[src/hw/afb_regs.svh]
// Purpose: Offsets, field positions and reset values of the ALU flag and bank block.
// Assumes: Avalon-MM byte addresses, one aligned 32-bit word per register.
// Notes:   Definitions only; include by bare name.
`ifndef AFB_REGS_SVH
`define AFB_REGS_SVH

// ==========================================================================
// Register offsets
`define AFB_OFS_FLAGS    4'h0
`define AFB_OFS_CTRL     4'h4
`define AFB_OFS_STAT     4'h8

// ==========================================================================
// Field positions
`define AFB_FLG_Z        0
`define AFB_FLG_V        1
`define AFB_FLG_C        2
`define AFB_FLG_N        3
`define AFB_CTRL_BANK_A  0
`define AFB_CTRL_BANK_B  1
`define AFB_CTRL_GATE    2

// ==========================================================================
// Reset values and register file shape
`define AFB_RST_FLAGS    4'h0
`define AFB_RST_BANK     1'b0
`define AFB_RST_GATE     1'b0
`define AFB_BANK_REGS    6'h06
`define AFB_BANKED_REGS  6'h0c
`define AFB_GATE_SET     2'b10
`define AFB_GATE_CLEAR   2'b11

`endif

[src/hw/afb_pkg.sv]
// Purpose: Types of the ALU flag and bank block.
// Assumes: Used with afb_regs.svh for all numeric constants.
// Notes:   Nothing here is imported; users write afb_pkg::name.
package afb_pkg;

	// ==========================================================================
	// Instruction phases, one per T-state.
	typedef enum logic [1:0] {
		AFB_ST_T1 = 2'b00,
		AFB_ST_TX = 2'b01,
		AFB_ST_T2 = 2'b10
	} afb_state_t;

	// ==========================================================================
	// Operation codes.
	typedef enum logic [3:0] {
		AFB_OP_ADD   = 4'b0000,
		AFB_OP_CSUM  = 4'b0001,
		AFB_OP_SUB   = 4'b0010,
		AFB_OP_BDIFF = 4'b0011,
		AFB_OP_CMP   = 4'b0100,
		AFB_OP_CPL   = 4'b0101,
		AFB_OP_AND   = 4'b0110,
		AFB_OP_OR    = 4'b0111,
		AFB_OP_XOR   = 4'b1000,
		AFB_OP_BIT   = 4'b1001,
		AFB_OP_SHL   = 4'b1010,
		AFB_OP_SHR   = 4'b1011,
		AFB_OP_ROR   = 4'b1100,
		AFB_OP_SWAP  = 4'b1101,
		AFB_OP_MOVE  = 4'b1110
	} afb_op_t;

	// ==========================================================================
	// Whole state of the block.
	typedef struct packed {
		afb_state_t        st;
		logic [43:0][7:0]  rf;
		logic [3:0]        flg;
		logic              bank_a;
		logic              bank_b;
		logic              global_irq_gate;
		afb_op_t           op;
		logic [7:0]        a;
		logic [7:0]        b;
		logic [5:0]        dphys;
		logic              mem;
		logic [2:0]        amt;
		logic [1:0]        xbank;
		logic [1:0]        xgate;
		logic [7:0]        res;
		logic [7:0]        mem_data;
		logic              ack;
		logic [31:0]       rdata;
		logic [6:0]        ctx_word;
		logic              ctx_save;
	} afb_st_t;

endpackage

[src/hw/afb_alu.sv]
// Purpose: 8-bit ALU with condition flags, banked register file and bank swap.
// Assumes: One instruction at a time from the sequencer; core_clk_i period is one T-state.
// Notes:   Registers reached over Avalon-MM with waitrequest.
// How it works
// - Forty-four registers; twenty-four form main and alternate banks for A and B.
// - Bank swap picks active banks; unselected banks keep their contents.
// - Bank swap may optionally set or clear the global interrupt gate.
// - Eight-bit ALU with arithmetic, logic, rotate and shift on any register.
// - Register-destination instructions take two T-states.
// - Memory-destination instructions take three T-states.
// - Add with and without carry, subtract with and without borrow in carry.
// - Subtraction adds the two's complement of the subtrahend.
// - Logic set: complement, AND, OR, XOR, compare and bit test.
// - Shift left or right, rotate right, by zero to seven bits.
// - Shifts and rotates work on one register only, never memory.
// - Negative flag follows result bit 7 when affected.
// - Carry set on addition carry out or subtraction borrow.
// - Shift and rotate carry is the last bit out; otherwise cleared.
// - Overflow set when the signed arithmetic result does not fit.
// - Zero flag set only for an all-zero result.
// - Flags not affected by an instruction keep their value.
// - Software reads and writes all four flags through the flag register.
// - Flags are saved on interrupt or call and restored on return.
// - Flags are computed alongside the result at no extra T-state.
// - Chained add and subtract feed the carry flag in.
// - Compare uses a register against an immediate.
//
// Added by the designer: the register addresses and the Avalon-MM slave port.
`timescale 1ns/100ps
`include "afb_regs.svh"

module afb_alu (
	input  logic              core_clk_i,
	input  logic              rst_n_i,
	input  logic [3:0]        avs_address_i,
	input  logic              avs_read_i,
	input  logic              avs_write_i,
	input  logic [31:0]       avs_writedata_i,
	input  logic [3:0]        avs_byteenable_i,
	output logic [31:0]       avs_readdata_o,
	output logic              avs_waitrequest_o,
	input  logic              instr_valid_i,
	output logic              instr_ready_o,
	input  afb_pkg::afb_op_t  instr_op_i,
	input  logic [4:0]        instr_dst_i,
	input  logic [4:0]        instr_src_i,
	input  logic [7:0]        instr_imm_i,
	input  logic              instr_use_imm_i,
	input  logic              instr_mem_i,
	input  logic [2:0]        instr_amt_i,
	input  logic [1:0]        instr_bank_i,
	input  logic [1:0]        instr_gate_i,
	output logic              instr_done_o,
	output logic [7:0]        result_o,
	output logic              mem_wr_o,
	output logic [7:0]        mem_data_o,
	output logic [3:0]        flags_o,
	output logic [1:0]        bank_sel_o,
	output logic              global_irq_gate_o,
	input  logic              ctx_save_i,
	output logic              ctx_save_o,
	output logic [6:0]        ctx_word_o,
	input  logic              ctx_restore_i,
	input  logic [6:0]        ctx_word_i
);

	afb_pkg::afb_st_t s_q;
	afb_pkg::afb_st_t s_d;
	logic             bus_req;
	logic             be0_wr;
	logic [8:0]       sum9;
	logic [8:0]       sh9;
	logic [15:0]      rot;
	logic [7:0]       res;
	logic             c_n;
	logic             v_n;
	logic             aff_nz;
	logic             aff_c;
	logic             aff_v;
	logic             wr_reg;
	logic [3:0]       wd_flags;

	// ==========================================================================
	// Visible index to physical register: 0-5 bank A, 6-11 bank B, 12-31 unbanked.
	function automatic logic [5:0] phys(input logic [4:0] idx, input logic alt_a, input logic alt_b);
		logic [5:0] p;
		p = {1'b0, idx};
		if (p < `AFB_BANK_REGS)
			p = p + (alt_a ? `AFB_BANK_REGS : 6'h00);
		else if (p < `AFB_BANKED_REGS)
			p = p + (alt_b ? `AFB_BANKED_REGS : `AFB_BANK_REGS);
		else
			p = p + `AFB_BANKED_REGS;
		return p;
	endfunction

	// ==========================================================================
	// Combinational outputs of the handshakes.
	assign bus_req           = avs_read_i | avs_write_i;
	assign be0_wr            = avs_write_i & s_q.ack & avs_byteenable_i[0];
	assign wd_flags          = avs_writedata_i[3:0];
	assign avs_waitrequest_o = bus_req & ~s_q.ack;
	assign instr_ready_o     = (s_q.st == afb_pkg::AFB_ST_T1);
	assign instr_done_o      = (s_q.st == afb_pkg::AFB_ST_T2);
	assign mem_wr_o          = (s_q.st == afb_pkg::AFB_ST_T2) & s_q.mem;
	assign avs_readdata_o    = s_q.rdata;
	assign result_o          = s_q.res;
	assign mem_data_o        = s_q.mem_data;
	assign flags_o           = s_q.flg;
	assign bank_sel_o        = {s_q.bank_b, s_q.bank_a};
	assign global_irq_gate_o = s_q.global_irq_gate;
	assign ctx_save_o        = s_q.ctx_save;
	assign ctx_word_o        = s_q.ctx_word;

	// ==========================================================================
	// Result and flag terms are formed from the latched operands in one pass, so
	// the flags are ready in the same T-state as the result.
	always_comb
	begin
		sum9   = 9'h000;
		sh9    = 9'h000;
		rot    = 16'h0000;
		res    = 8'h00;
		c_n    = 1'b0;
		v_n    = 1'b0;
		aff_nz = 1'b1;
		aff_c  = 1'b0;
		aff_v  = 1'b0;
		wr_reg = 1'b1;
		unique case (s_q.op)
			afb_pkg::AFB_OP_ADD, afb_pkg::AFB_OP_CSUM:
			begin
				sum9  = {1'b0, s_q.a} + {1'b0, s_q.b}
					+ {8'h00, (s_q.op == afb_pkg::AFB_OP_CSUM) & s_q.flg[`AFB_FLG_C]};
				res   = sum9[7:0];
				c_n   = sum9[8];
				v_n   = (s_q.a[7] == s_q.b[7]) & (res[7] != s_q.a[7]);
				aff_c = 1'b1;
				aff_v = 1'b1;
			end
			afb_pkg::AFB_OP_SUB, afb_pkg::AFB_OP_BDIFF, afb_pkg::AFB_OP_CMP:
			begin
				// Borrow-in of one means add no extra one to the complement.
				sum9   = {1'b0, s_q.a} + {1'b0, ~s_q.b}
					+ {8'h00, ~((s_q.op == afb_pkg::AFB_OP_BDIFF) & s_q.flg[`AFB_FLG_C])};
				res    = sum9[7:0];
				c_n    = ~sum9[8];
				v_n    = (s_q.a[7] != s_q.b[7]) & (res[7] != s_q.a[7]);
				aff_c  = 1'b1;
				aff_v  = 1'b1;
				wr_reg = (s_q.op != afb_pkg::AFB_OP_CMP);
			end
			afb_pkg::AFB_OP_CPL:
				res = ~s_q.a;
			afb_pkg::AFB_OP_AND:
				res = s_q.a & s_q.b;
			afb_pkg::AFB_OP_OR:
				res = s_q.a | s_q.b;
			afb_pkg::AFB_OP_XOR:
				res = s_q.a ^ s_q.b;
			afb_pkg::AFB_OP_MOVE:
				res = s_q.a;
			afb_pkg::AFB_OP_BIT:
			begin
				res    = s_q.a & s_q.b;
				wr_reg = 1'b0;
			end
			afb_pkg::AFB_OP_SHL:
			begin
				sh9   = {1'b0, s_q.a} << s_q.amt;
				res   = sh9[7:0];
				c_n   = sh9[8];
				aff_c = 1'b1;
			end
			afb_pkg::AFB_OP_SHR:
			begin
				sh9   = {s_q.a, 1'b0} >> s_q.amt;
				res   = sh9[8:1];
				c_n   = sh9[0];
				aff_c = 1'b1;
			end
			afb_pkg::AFB_OP_ROR:
			begin
				rot   = {s_q.a, s_q.a} >> s_q.amt;
				res   = rot[7:0];
				c_n   = (s_q.amt != 3'h0) & res[7];
				aff_c = 1'b1;
			end
			afb_pkg::AFB_OP_SWAP:
			begin
				aff_nz = 1'b0;
				wr_reg = 1'b0;
			end
			default:
			begin
				aff_nz = 1'b0;
				wr_reg = 1'b0;
			end
		endcase
	end

	// ==========================================================================
	// Next state: bus writes first, then the instruction commit, then a restore,
	// so hardware events win over a coincident software write.
	always_comb
	begin
		s_d          = s_q;
		s_d.ack      = bus_req & ~s_q.ack;
		s_d.ctx_save = ctx_save_i;
		if (bus_req & ~s_q.ack & avs_read_i)
		begin
			unique case (avs_address_i)
				`AFB_OFS_FLAGS: s_d.rdata = {28'h000_0000, s_q.flg};
				`AFB_OFS_CTRL:  s_d.rdata = {29'h000_0000, s_q.global_irq_gate, s_q.bank_b, s_q.bank_a};
				`AFB_OFS_STAT:  s_d.rdata = {30'h000_0000, s_q.st};
				default:        s_d.rdata = 32'h0000_0000;
			endcase
		end
		if (be0_wr & (avs_address_i == `AFB_OFS_FLAGS))
			s_d.flg = wd_flags;
		if (be0_wr & (avs_address_i == `AFB_OFS_CTRL))
		begin
			s_d.bank_a = avs_writedata_i[`AFB_CTRL_BANK_A];
			s_d.bank_b = avs_writedata_i[`AFB_CTRL_BANK_B];
			s_d.global_irq_gate    = avs_writedata_i[`AFB_CTRL_GATE];
		end
		// Context word keeps the values in force before this edge.
		if (ctx_save_i)
			s_d.ctx_word = {s_q.global_irq_gate, s_q.bank_b, s_q.bank_a, s_q.flg};
		unique case (s_q.st)
			afb_pkg::AFB_ST_T1:
			begin
				if (instr_valid_i)
				begin
					s_d.op    = instr_op_i;
					s_d.amt   = instr_amt_i;
					s_d.xbank = instr_bank_i;
					s_d.xgate = instr_gate_i;
					s_d.dphys = phys(instr_dst_i, s_q.bank_a, s_q.bank_b);
					s_d.a     = s_q.rf[phys(instr_src_i, s_q.bank_a, s_q.bank_b)];
					s_d.b     = (instr_use_imm_i | (instr_op_i == afb_pkg::AFB_OP_CMP))
						? instr_imm_i : s_q.rf[s_d.dphys];
					s_d.mem   = instr_mem_i;
					if ((instr_op_i == afb_pkg::AFB_OP_SHL) | (instr_op_i == afb_pkg::AFB_OP_SHR)
						| (instr_op_i == afb_pkg::AFB_OP_ROR))
					begin
						s_d.a   = s_q.rf[s_d.dphys];
						s_d.mem = 1'b0;
					end
					if ((instr_op_i == afb_pkg::AFB_OP_CMP) | (instr_op_i == afb_pkg::AFB_OP_BIT)
						| (instr_op_i == afb_pkg::AFB_OP_SWAP))
						s_d.mem = 1'b0;
					s_d.st = s_d.mem ? afb_pkg::AFB_ST_TX : afb_pkg::AFB_ST_T2;
				end
			end
			afb_pkg::AFB_ST_TX:
			begin
				s_d.mem_data = res;
				s_d.st       = afb_pkg::AFB_ST_T2;
			end
			afb_pkg::AFB_ST_T2:
			begin
				s_d.res = res;
				if (wr_reg & ~s_q.mem)
					s_d.rf[s_q.dphys] = res;
				// Flags commit in the same edge as the result.
				if (aff_nz)
				begin
					s_d.flg[`AFB_FLG_N] = res[7];
					s_d.flg[`AFB_FLG_Z] = (res == 8'h00);
				end
				if (aff_c)
					s_d.flg[`AFB_FLG_C] = c_n;
				if (aff_v)
					s_d.flg[`AFB_FLG_V] = v_n;
				if (s_q.op == afb_pkg::AFB_OP_SWAP)
				begin
					s_d.bank_a = s_q.xbank[0];
					s_d.bank_b = s_q.xbank[1];
					if (s_q.xgate == `AFB_GATE_SET)
						s_d.global_irq_gate = 1'b1;
					else if (s_q.xgate == `AFB_GATE_CLEAR)
						s_d.global_irq_gate = 1'b0;
				end
				s_d.st = afb_pkg::AFB_ST_T1;
			end
			default:
				s_d.st = afb_pkg::AFB_ST_T1;
		endcase
		if (ctx_restore_i)
		begin
			s_d.flg    = ctx_word_i[3:0];
			s_d.bank_a = ctx_word_i[4];
			s_d.bank_b = ctx_word_i[5];
		end
	end

	// ==========================================================================
	// State register.
	always_ff @(posedge core_clk_i or negedge rst_n_i)
	begin
		if (!rst_n_i)
		begin
			s_q        <= '0;
			s_q.flg    <= `AFB_RST_FLAGS;
			s_q.bank_a <= `AFB_RST_BANK;
			s_q.bank_b <= `AFB_RST_BANK;
			s_q.global_irq_gate    <= `AFB_RST_GATE;
		end
		else
			s_q <= s_d;
	end

	logic take_reg;
	logic take_mem;
	logic nz_commit;
	logic bank_hold;
	assign take_reg  = instr_ready_o & instr_valid_i & ~s_d.mem;
	assign take_mem  = instr_ready_o & instr_valid_i & s_d.mem;
	assign nz_commit = instr_done_o & aff_nz & ~ctx_restore_i;
	assign bank_hold = ~(instr_done_o & (s_q.op == afb_pkg::AFB_OP_SWAP)) & ~ctx_restore_i
		& ~(be0_wr & (avs_address_i == `AFB_OFS_CTRL));
endmodule // afb_alu

[config.mk]
export PLATFORM = sky130hd
export DESIGN_NAME = afb_alu
export DESIGN_NICKNAME = d
export VERILOG_FILES = /design/src/hw/afb_pkg.sv /design/src/hw/afb_alu.sv
export VERILOG_INCLUDE_DIRS = /design/src /design/src/hw
export SDC_FILE = /design/constraint.sdc
export NUM_CORES = 1
export LEC_CHECK = 0
export ABC_AREA = 1
export BUFFER_PORTS_ARGS = -buffer_cell sky130_fd_sc_hd__buf_4
export CAP_MARGIN = 20
export CORE_UTILIZATION = 40
export CTS_CLUSTER_DIAMETER = 40
export CTS_CLUSTER_SIZE = 25
export DETAILED_ROUTE_END_ITERATION = 8
export SETUP_SLACK_MARGIN = 0.02
export SYNTH_ARGS = -nofsm -noshare
export SYNTH_HDL_FRONTEND = slang
export SYNTH_SLANG_ARGS = --single-unit
[constraint.sdc]
create_clock -name core_clk_i -period 7.2 [get_ports core_clk_i]
set_clock_uncertainty 0.05 [all_clocks]
set_input_delay 0.36 -clock core_clk_i [delete_from_list [all_inputs] [get_ports core_clk_i]]
set_output_delay 0.36 -clock core_clk_i [all_outputs]
set_load 0.005 [all_outputs]
==> impl_metrics.toml, run 1 <==
[timing]
rsz0062_at_grt = "false"
slew_headroom_pct = 22.7
hold_violations = 0
setup_viol = 0
max_freq_mhz = 212
fin_tns_setup_ns = 0
period_needed_ns = 4.72
period_share_pct = 65.6
worst_slew_pin_slew_ns = 1.16
slew_violations = 0

[final_layout]
multiInputGateArea_um2 = 13800
n_antenna_cell = 0
seqCellArea_um2 = 10600
layout-drive-gt1-share_pct = 9.34
fin_nets = 4040
area_growth_syn_to_layout_pct = 14.3
fin_util_pct = 46.6
fillers = 6800

[yosys]
yosys.area.top_type_share_pct = 39.3
async_flop_share_pct = 100
yosysMostFrequentCell = "nand2_1"
syn_area_per_cell_um2 = 6.84
ys_warn_count = 0
synthTopCellsByArea = "dfrtp_1 (39%), nand2_1 (18%), o21ai_0 (9.8%)"
synth_commonest_cells = "nand2_1 (1315), o21ai_0 (527), dfrtp_1 (424), nand3_1 (370), inv_1 (301)"
yosysTopAreaCell = "dfrtp_1"
synthCells = 3944
syn-cell-area_um2 = 27000
synth_edf_count = 0
synthFlopType = "dfrtp_1"
seq_area_frac_synth_pct = 39.3
ys_types = 51
ys_ff_latch = 424

[global_routing]
first_global_vias = 24600
grt_antenna_before_repair = 0
groute.usage.overall_pct = 28.2
grt_first_pass_wirelength_um = 148000
grt_max_degree = 219
overflow = 0

[critical_path]
slowest_stage = "inv_2"
startpoint_type = "register"
end_kind = "register"
reg2reg_depth = 14
crit_fanout = 33
worstPathCellList = "ha_1, fa_1, nand3b_1, buf_4, nand3_2, inv_2, nand3_1, nand3_1, nand3_1, nand2_1, nand2_1, nand2_1, nand3_1, nand2_1"
required_ns = 7.71
crit_type = "register to register"
worstPathArrival_ns = 5.23
max_stage_delay_ns = 0.88

[power]
power_frac_comb_pct = 35.0
sequentialPowerShare_pct = 30.1
pwr_density_cell_nw_per_um2 = 364
p_sw_w = 0.00466
power.leakage_nw = 14.5
internal_power_w = 0.00657
clock_power_share_pct = 34.8
ir_drop_v = 0.000246
switching_share_pct = 41.5

[clocking]
postCtsSetupBuffers = 0
ctsHtreeMaxLevel = 3
cts_tree = "built"
clock_path_buffers = 3
clock_sinks = 424
root_buffer = "clkbuf_16"
insertion_delay_ns = 0.63
cts_inserted_buffers = 80
clk_pin_slew_ns = 0.06

[drt]
wirelength_um = 96400
num_vias = 26500
drc = 0
drt_iter0_drc = 2903
ant_nets = 0
vias_per_cell = 5.47
first_pass_iters = 6
wl_per_cell_um = 19.9

[die]
core_um2 = 66200
std_cell_rows = 94
dieArea_um2 = 68500
start_util_pct = 40.7
die-height_um = 262
die_w_um = 262
ios = 152

[status]
outcome = "finished clean"

[flow_run]
drv_cap = 0

[min_path]
worstHoldPathType = "input pin to register"
min_path_cells = 5

[placed_design]
portBuffers = 91
gp_congestion = 0.927
dp.final_hpwl_um = 60500
## per-layer routing
metal | share of wire [%] | GRT usage (%) | wire [um] | up-vias
met2 | 43 | 42.2 | 41800 | 1199
met1 | 44 | 39.6 | 42100 | 12400
met5 | 0 | 0 | 0 | -
met4 | 4.2 | 12.8 | 4040 | 0
met3 | 8.8 | 5.29 | 8520 | 228
li1 | - | - | - | 12700
## flip-flops by register name (all words and copies together), names as in the netlist
register and count:
mem_data_o 8, bank_sel_o 2, s_q 389, global_irq_gate_o 1, avs_readdata_o 4, ctx_save_o 1
ctx_word_o 7, flags_o 4, result_o 8
## worst max-delay path: cells and delay by family (launching register included)
family,cells,cell delay (ns)
DFF,1,0.51
and+or+nand+nor,10,1.99
buffers and inverters,2,1.34
adders and majority gates,2,0.73
## cell type report
cell class | count | share of cell area [%]
clock buffers | 99 | 7.19
clock inverters | 50 | 1.96
inverters | 330 | 4.02
multi-input cells | 2923 | 44.6
flip-flops and latches | 424 | 34.4
well taps | 864 | 3.51
repair buffers | 158 | 4.25
## layout by cell type (no fill, tap or decap), types with 82 or more instances in the layout
master / count
o21ai_0: 527
nand2_1: 1311
inv_1: 301
a21oi_1: 101
nor2_1: 202
nand3_1: 369
nand4_1: 93
buf_4: 126
dfrtp_1: 424
clkbuf_16: 82
## final timing paths
| kind | slack, ns | to | start |
|---|---|---|---|
| max in group asynchronous | 5.49 | s_q[88]$_DFFE_PN0P_ | rst_n_i |
| worst max register to register | 2.48 | s_q[79]$_DFFE_PN0P_ | bank_sel_o[0]$_DFF_PN0_ |
| worst min register to register | 0.41 | s_q[60]$_DFFE_PN0P_ | s_q[60]$_DFFE_PN0P_ |
| min in group asynchronous | 0.28 | s_q[198]$_DFFE_PN0P_ | rst_n_i |
| worst max-delay path | 2.48 | s_q[79]$_DFFE_PN0P_ | bank_sel_o[0]$_DFF_PN0_ |
| worst min-delay path | 0.02 | s_q[72]$_DFFE_PN0P_ | instr_imm_i[1] |
## per-stage QoR
| stage | area [um^2] | cells | hold WS [ns] | total power [W] | worst slack (ns) |
|---|---|---|---|---|---|
| after detailed placement | 27700 | 4672 | 0.361 | 0.00724 | 2.52 |
| final | 30800 | 4848 | 0.0229 | 0.0112 | 2.48 |
| after CTS | 30800 | 4847 | 0.00477 | 0.0112 | 2.51 |
| after global placement | 27700 | 4672 | 0.366 | 0.00721 | 2.58 |
| after global routing | 30800 | 4848 | 0.0437 | 0.0118 | 2.28 |
| after floorplan | 27100 | 3971 | 0.0144 | 0.00575 | 4.41 |
## power by group through the flow
stage	combinational, W	clock, W	sequential, W
after global routing	0.00431	0.00407	0.00346
final	0.00393	0.00391	0.00338
after floorplan	0.00247	0	0.00328
after CTS	0.00386	0.00396	0.00337
after detailed placement	0.00383	0	0.00340
after global placement	0.00381	0	0.00339
## cell families (layout without fill, tap and decap cells)
logic type,count (synthesis),after routing,synth area share (%)
simple gates,2056,2056,32.4
xor+xnor,4,4,0.130
mux,39,39,1.47
flops,424,424,39.3
compound gates,758,758,14.6
other cells,1,28,0.0139
fa+ha+maj,38,38,1.90
buf+inv,624,637,10.2
## repair_timing
action	4_1_cts	5_1_grt
hold endpoints to repair	107	0
hold buffers	26	0
gates resized for setup	0	0
Power figures use the tool's default switching activity.
==> inputs of run 2 (changes only) <==
Clock period 7.2 ns to 4.7 ns, I/O delays scaled along.
==> run 2 against run 1 <==
Net effect: utilization increased by 0.82 points; non-clock buffer count increased by 43; total power increased by 55%; sequential share of layout area decreased by 0.59 points; wire length decreased by 0.83%; sequential power increased by 54%; clock power increased by 59%; clock-buffer cell count increased by 4; critical path depth increased by 5; global-route usage decreased by 0.32 points; maximum frequency increased by 17%; first-iteration DRC count increased by 5.0%; critical path type unchanged; critical endpoint is now flags_o[0]$_DFF_PN0_.
==> impl_metrics.toml, run 2 (synthesized netlist as in run 1, its figures left out) <==
[clocking]
cts_tree = "built"
ctsHtreeMaxLevel = 3
postCtsSetupBuffers = 0
clock_sinks = 424
root_buffer = "clkbuf_16"
cts_hold_buffers = 45
insertion_delay_ns = 0.63
post_cts_resized = 0
clock_path_buffers = 3
cts_inserted_buffers = 79
clk_pin_slew_ns = 0.05

[timing]
worst_slew_pin_slew_ns = 1.14
slew_violations = 0
fin_tns_setup_ns = 0
setup_slack_ns = 0.672
period_needed_ns = 4.03
setup_viol = 0
rsz0062_at_grt = "false"
max_freq_mhz = 248
hold_violations = 0
slew_headroom_pct = 23.7
period_share_pct = 85.7

[die]
start_util_pct = 40.7
ios = 152
die-height_um = 262
core_um2 = 66200
std_cell_rows = 94
dieArea_um2 = 68500
die_w_um = 262

[placed_design]
gp_congestion = 0.933
dp.final_hpwl_um = 61700
portBuffers = 91
dp_slack_ns = 0.986

[status]
outcome = "finished clean"

[global_routing]
overflow = 0
grt_first_pass_wirelength_um = 147000
first_global_vias = 24600
groute.usage.overall_pct = 27.9
grt_antenna_before_repair = 0
grt_max_degree = 221

[critical_path]
timing.rr.start = "s_q[90]$_DFFE_PN0P_"
required_ns = 5.13
crit_fanout = 25
worstPathArrival_ns = 4.46
startpoint = "s_q[90]$_DFFE_PN0P_"
r2r_slack_ns = 0.67
crit_end = "flags_o[0]$_DFF_PN0_"
startpoint_type = "register"
end_kind = "register"
reg2reg_depth = 19
crit_type = "register to register"
rr_endpoint = "flags_o[0]$_DFF_PN0_"

[min_path]
min_path_cells = 6
worstHoldPathType = "input pin to register"

[final_layout]
seqCellArea_um2 = 10600
layout_commonest_cell = "nand2_1"
n_antenna_cell = 0
largest_reg_flops = 389
fin_nets = 4082
area_growth_syn_to_layout_pct = 16.3
mostFrequentLayoutCells = "nand2_1 (1311), o21ai_0 (527), dfrtp_1 (424)"
multiInputGateArea_um2 = 13800
layout-drive-gt1-share_pct = 9.74
top_register = "s_q"
fillers = 6663

[drt]
ant_nets = 0
vias_per_cell = 5.46
num_vias = 26700
wirelength_um = 95600
drc = 0
drt_iter0_drc = 3049
wl_per_cell_um = 19.6
first_pass_iters = 5

[power]
pwr_density_cell_nw_per_um2 = 556
ir_drop_v = 0.000254
power.leakage_nw = 14.8

[flow_run]
drv_cap = 0
-- run 2: worst max-delay path, cell delays in order, from the launching register on --
cell	delay, ns
dfrtp_1	0.44
inv_2	0.12
nand2_1	0.11
nor3_1	0.26
fa_1	0.23
inv_1	0.07
fa_1	0.43
nand4_1	0.15
nand3_1	0.09
nand2_1	0.12
nand3_1	0.08
nand2_1	0.09
inv_1	0.06
nand2_2	0.51
nor2_1	0.13
nand3_1	0.18
nand2_1	0.07
nand2_1	0.08
nand2_1	0.05
dlygate4sd3_1	0.55
-- run 2: worst min path at each step --
stage                                 from                            end  slack (ns)
after floorplan                    rst_n_i  avs_readdata_o[0]$_DFFE_PN0P_       -0.11
after global placement             rst_n_i           s_q[194]$_DFFE_PN0P_        0.26
after detailed placement           rst_n_i           s_q[172]$_DFFE_PN0P_        0.26
after CTS                 avs_address_i[0]  avs_readdata_o[3]$_DFFE_PN0P_        0.02
after global routing      avs_address_i[0]  avs_readdata_o[1]$_DFFE_PN0P_        0.07
final                     avs_address_i[0]  avs_readdata_o[3]$_DFFE_PN0P_        0.03
-- run 2: metrics by stage --
stage	utilization [%]	total power, W	hold WS [ns]	instance area (um^2)	cells
floorplan	-	0.00882	-0.111	27100	3971
global placement	42.3	0.0110	0.260	28000	4696
detailed placement	42.3	0.0111	0.256	28000	4696
CTS	47.3	0.0174	0.0151	31300	4887
global route	47.4	0.0184	0.0665	31400	4888
finish	47.4	0.0175	0.0347	31400	4888
-- run 2: power breakdown --
part | internal, W | switching (W)
clock | 0.00415 | 0.00207
sequential | 0.00456 | 0.000632
combinational | 0.00176 | 0.00427
total | 0.0105 | 0.00698
-- run 2: per-layer routing --
layer,share of wire [%],vias up,global-route usage (%)
met4,3.6,0,11.5
met2,44,1189,42.5
met3,8.7,176,4.44
met1,44,12500,39.4
li1,-,12800,-
met5,0,-,0
-- run 2: cell type report --
type / count / share of cell area, %
Multi-Input combinational cell: 2923 / 43.9
Clock inverter: 43 / 2.05
Tap cell: 864 / 3.45
Sequential cell: 424 / 33.8
Timing Repair Buffer: 201 / 5.68
Inverter: 330 / 3.95
Clock buffer: 103 / 7.17
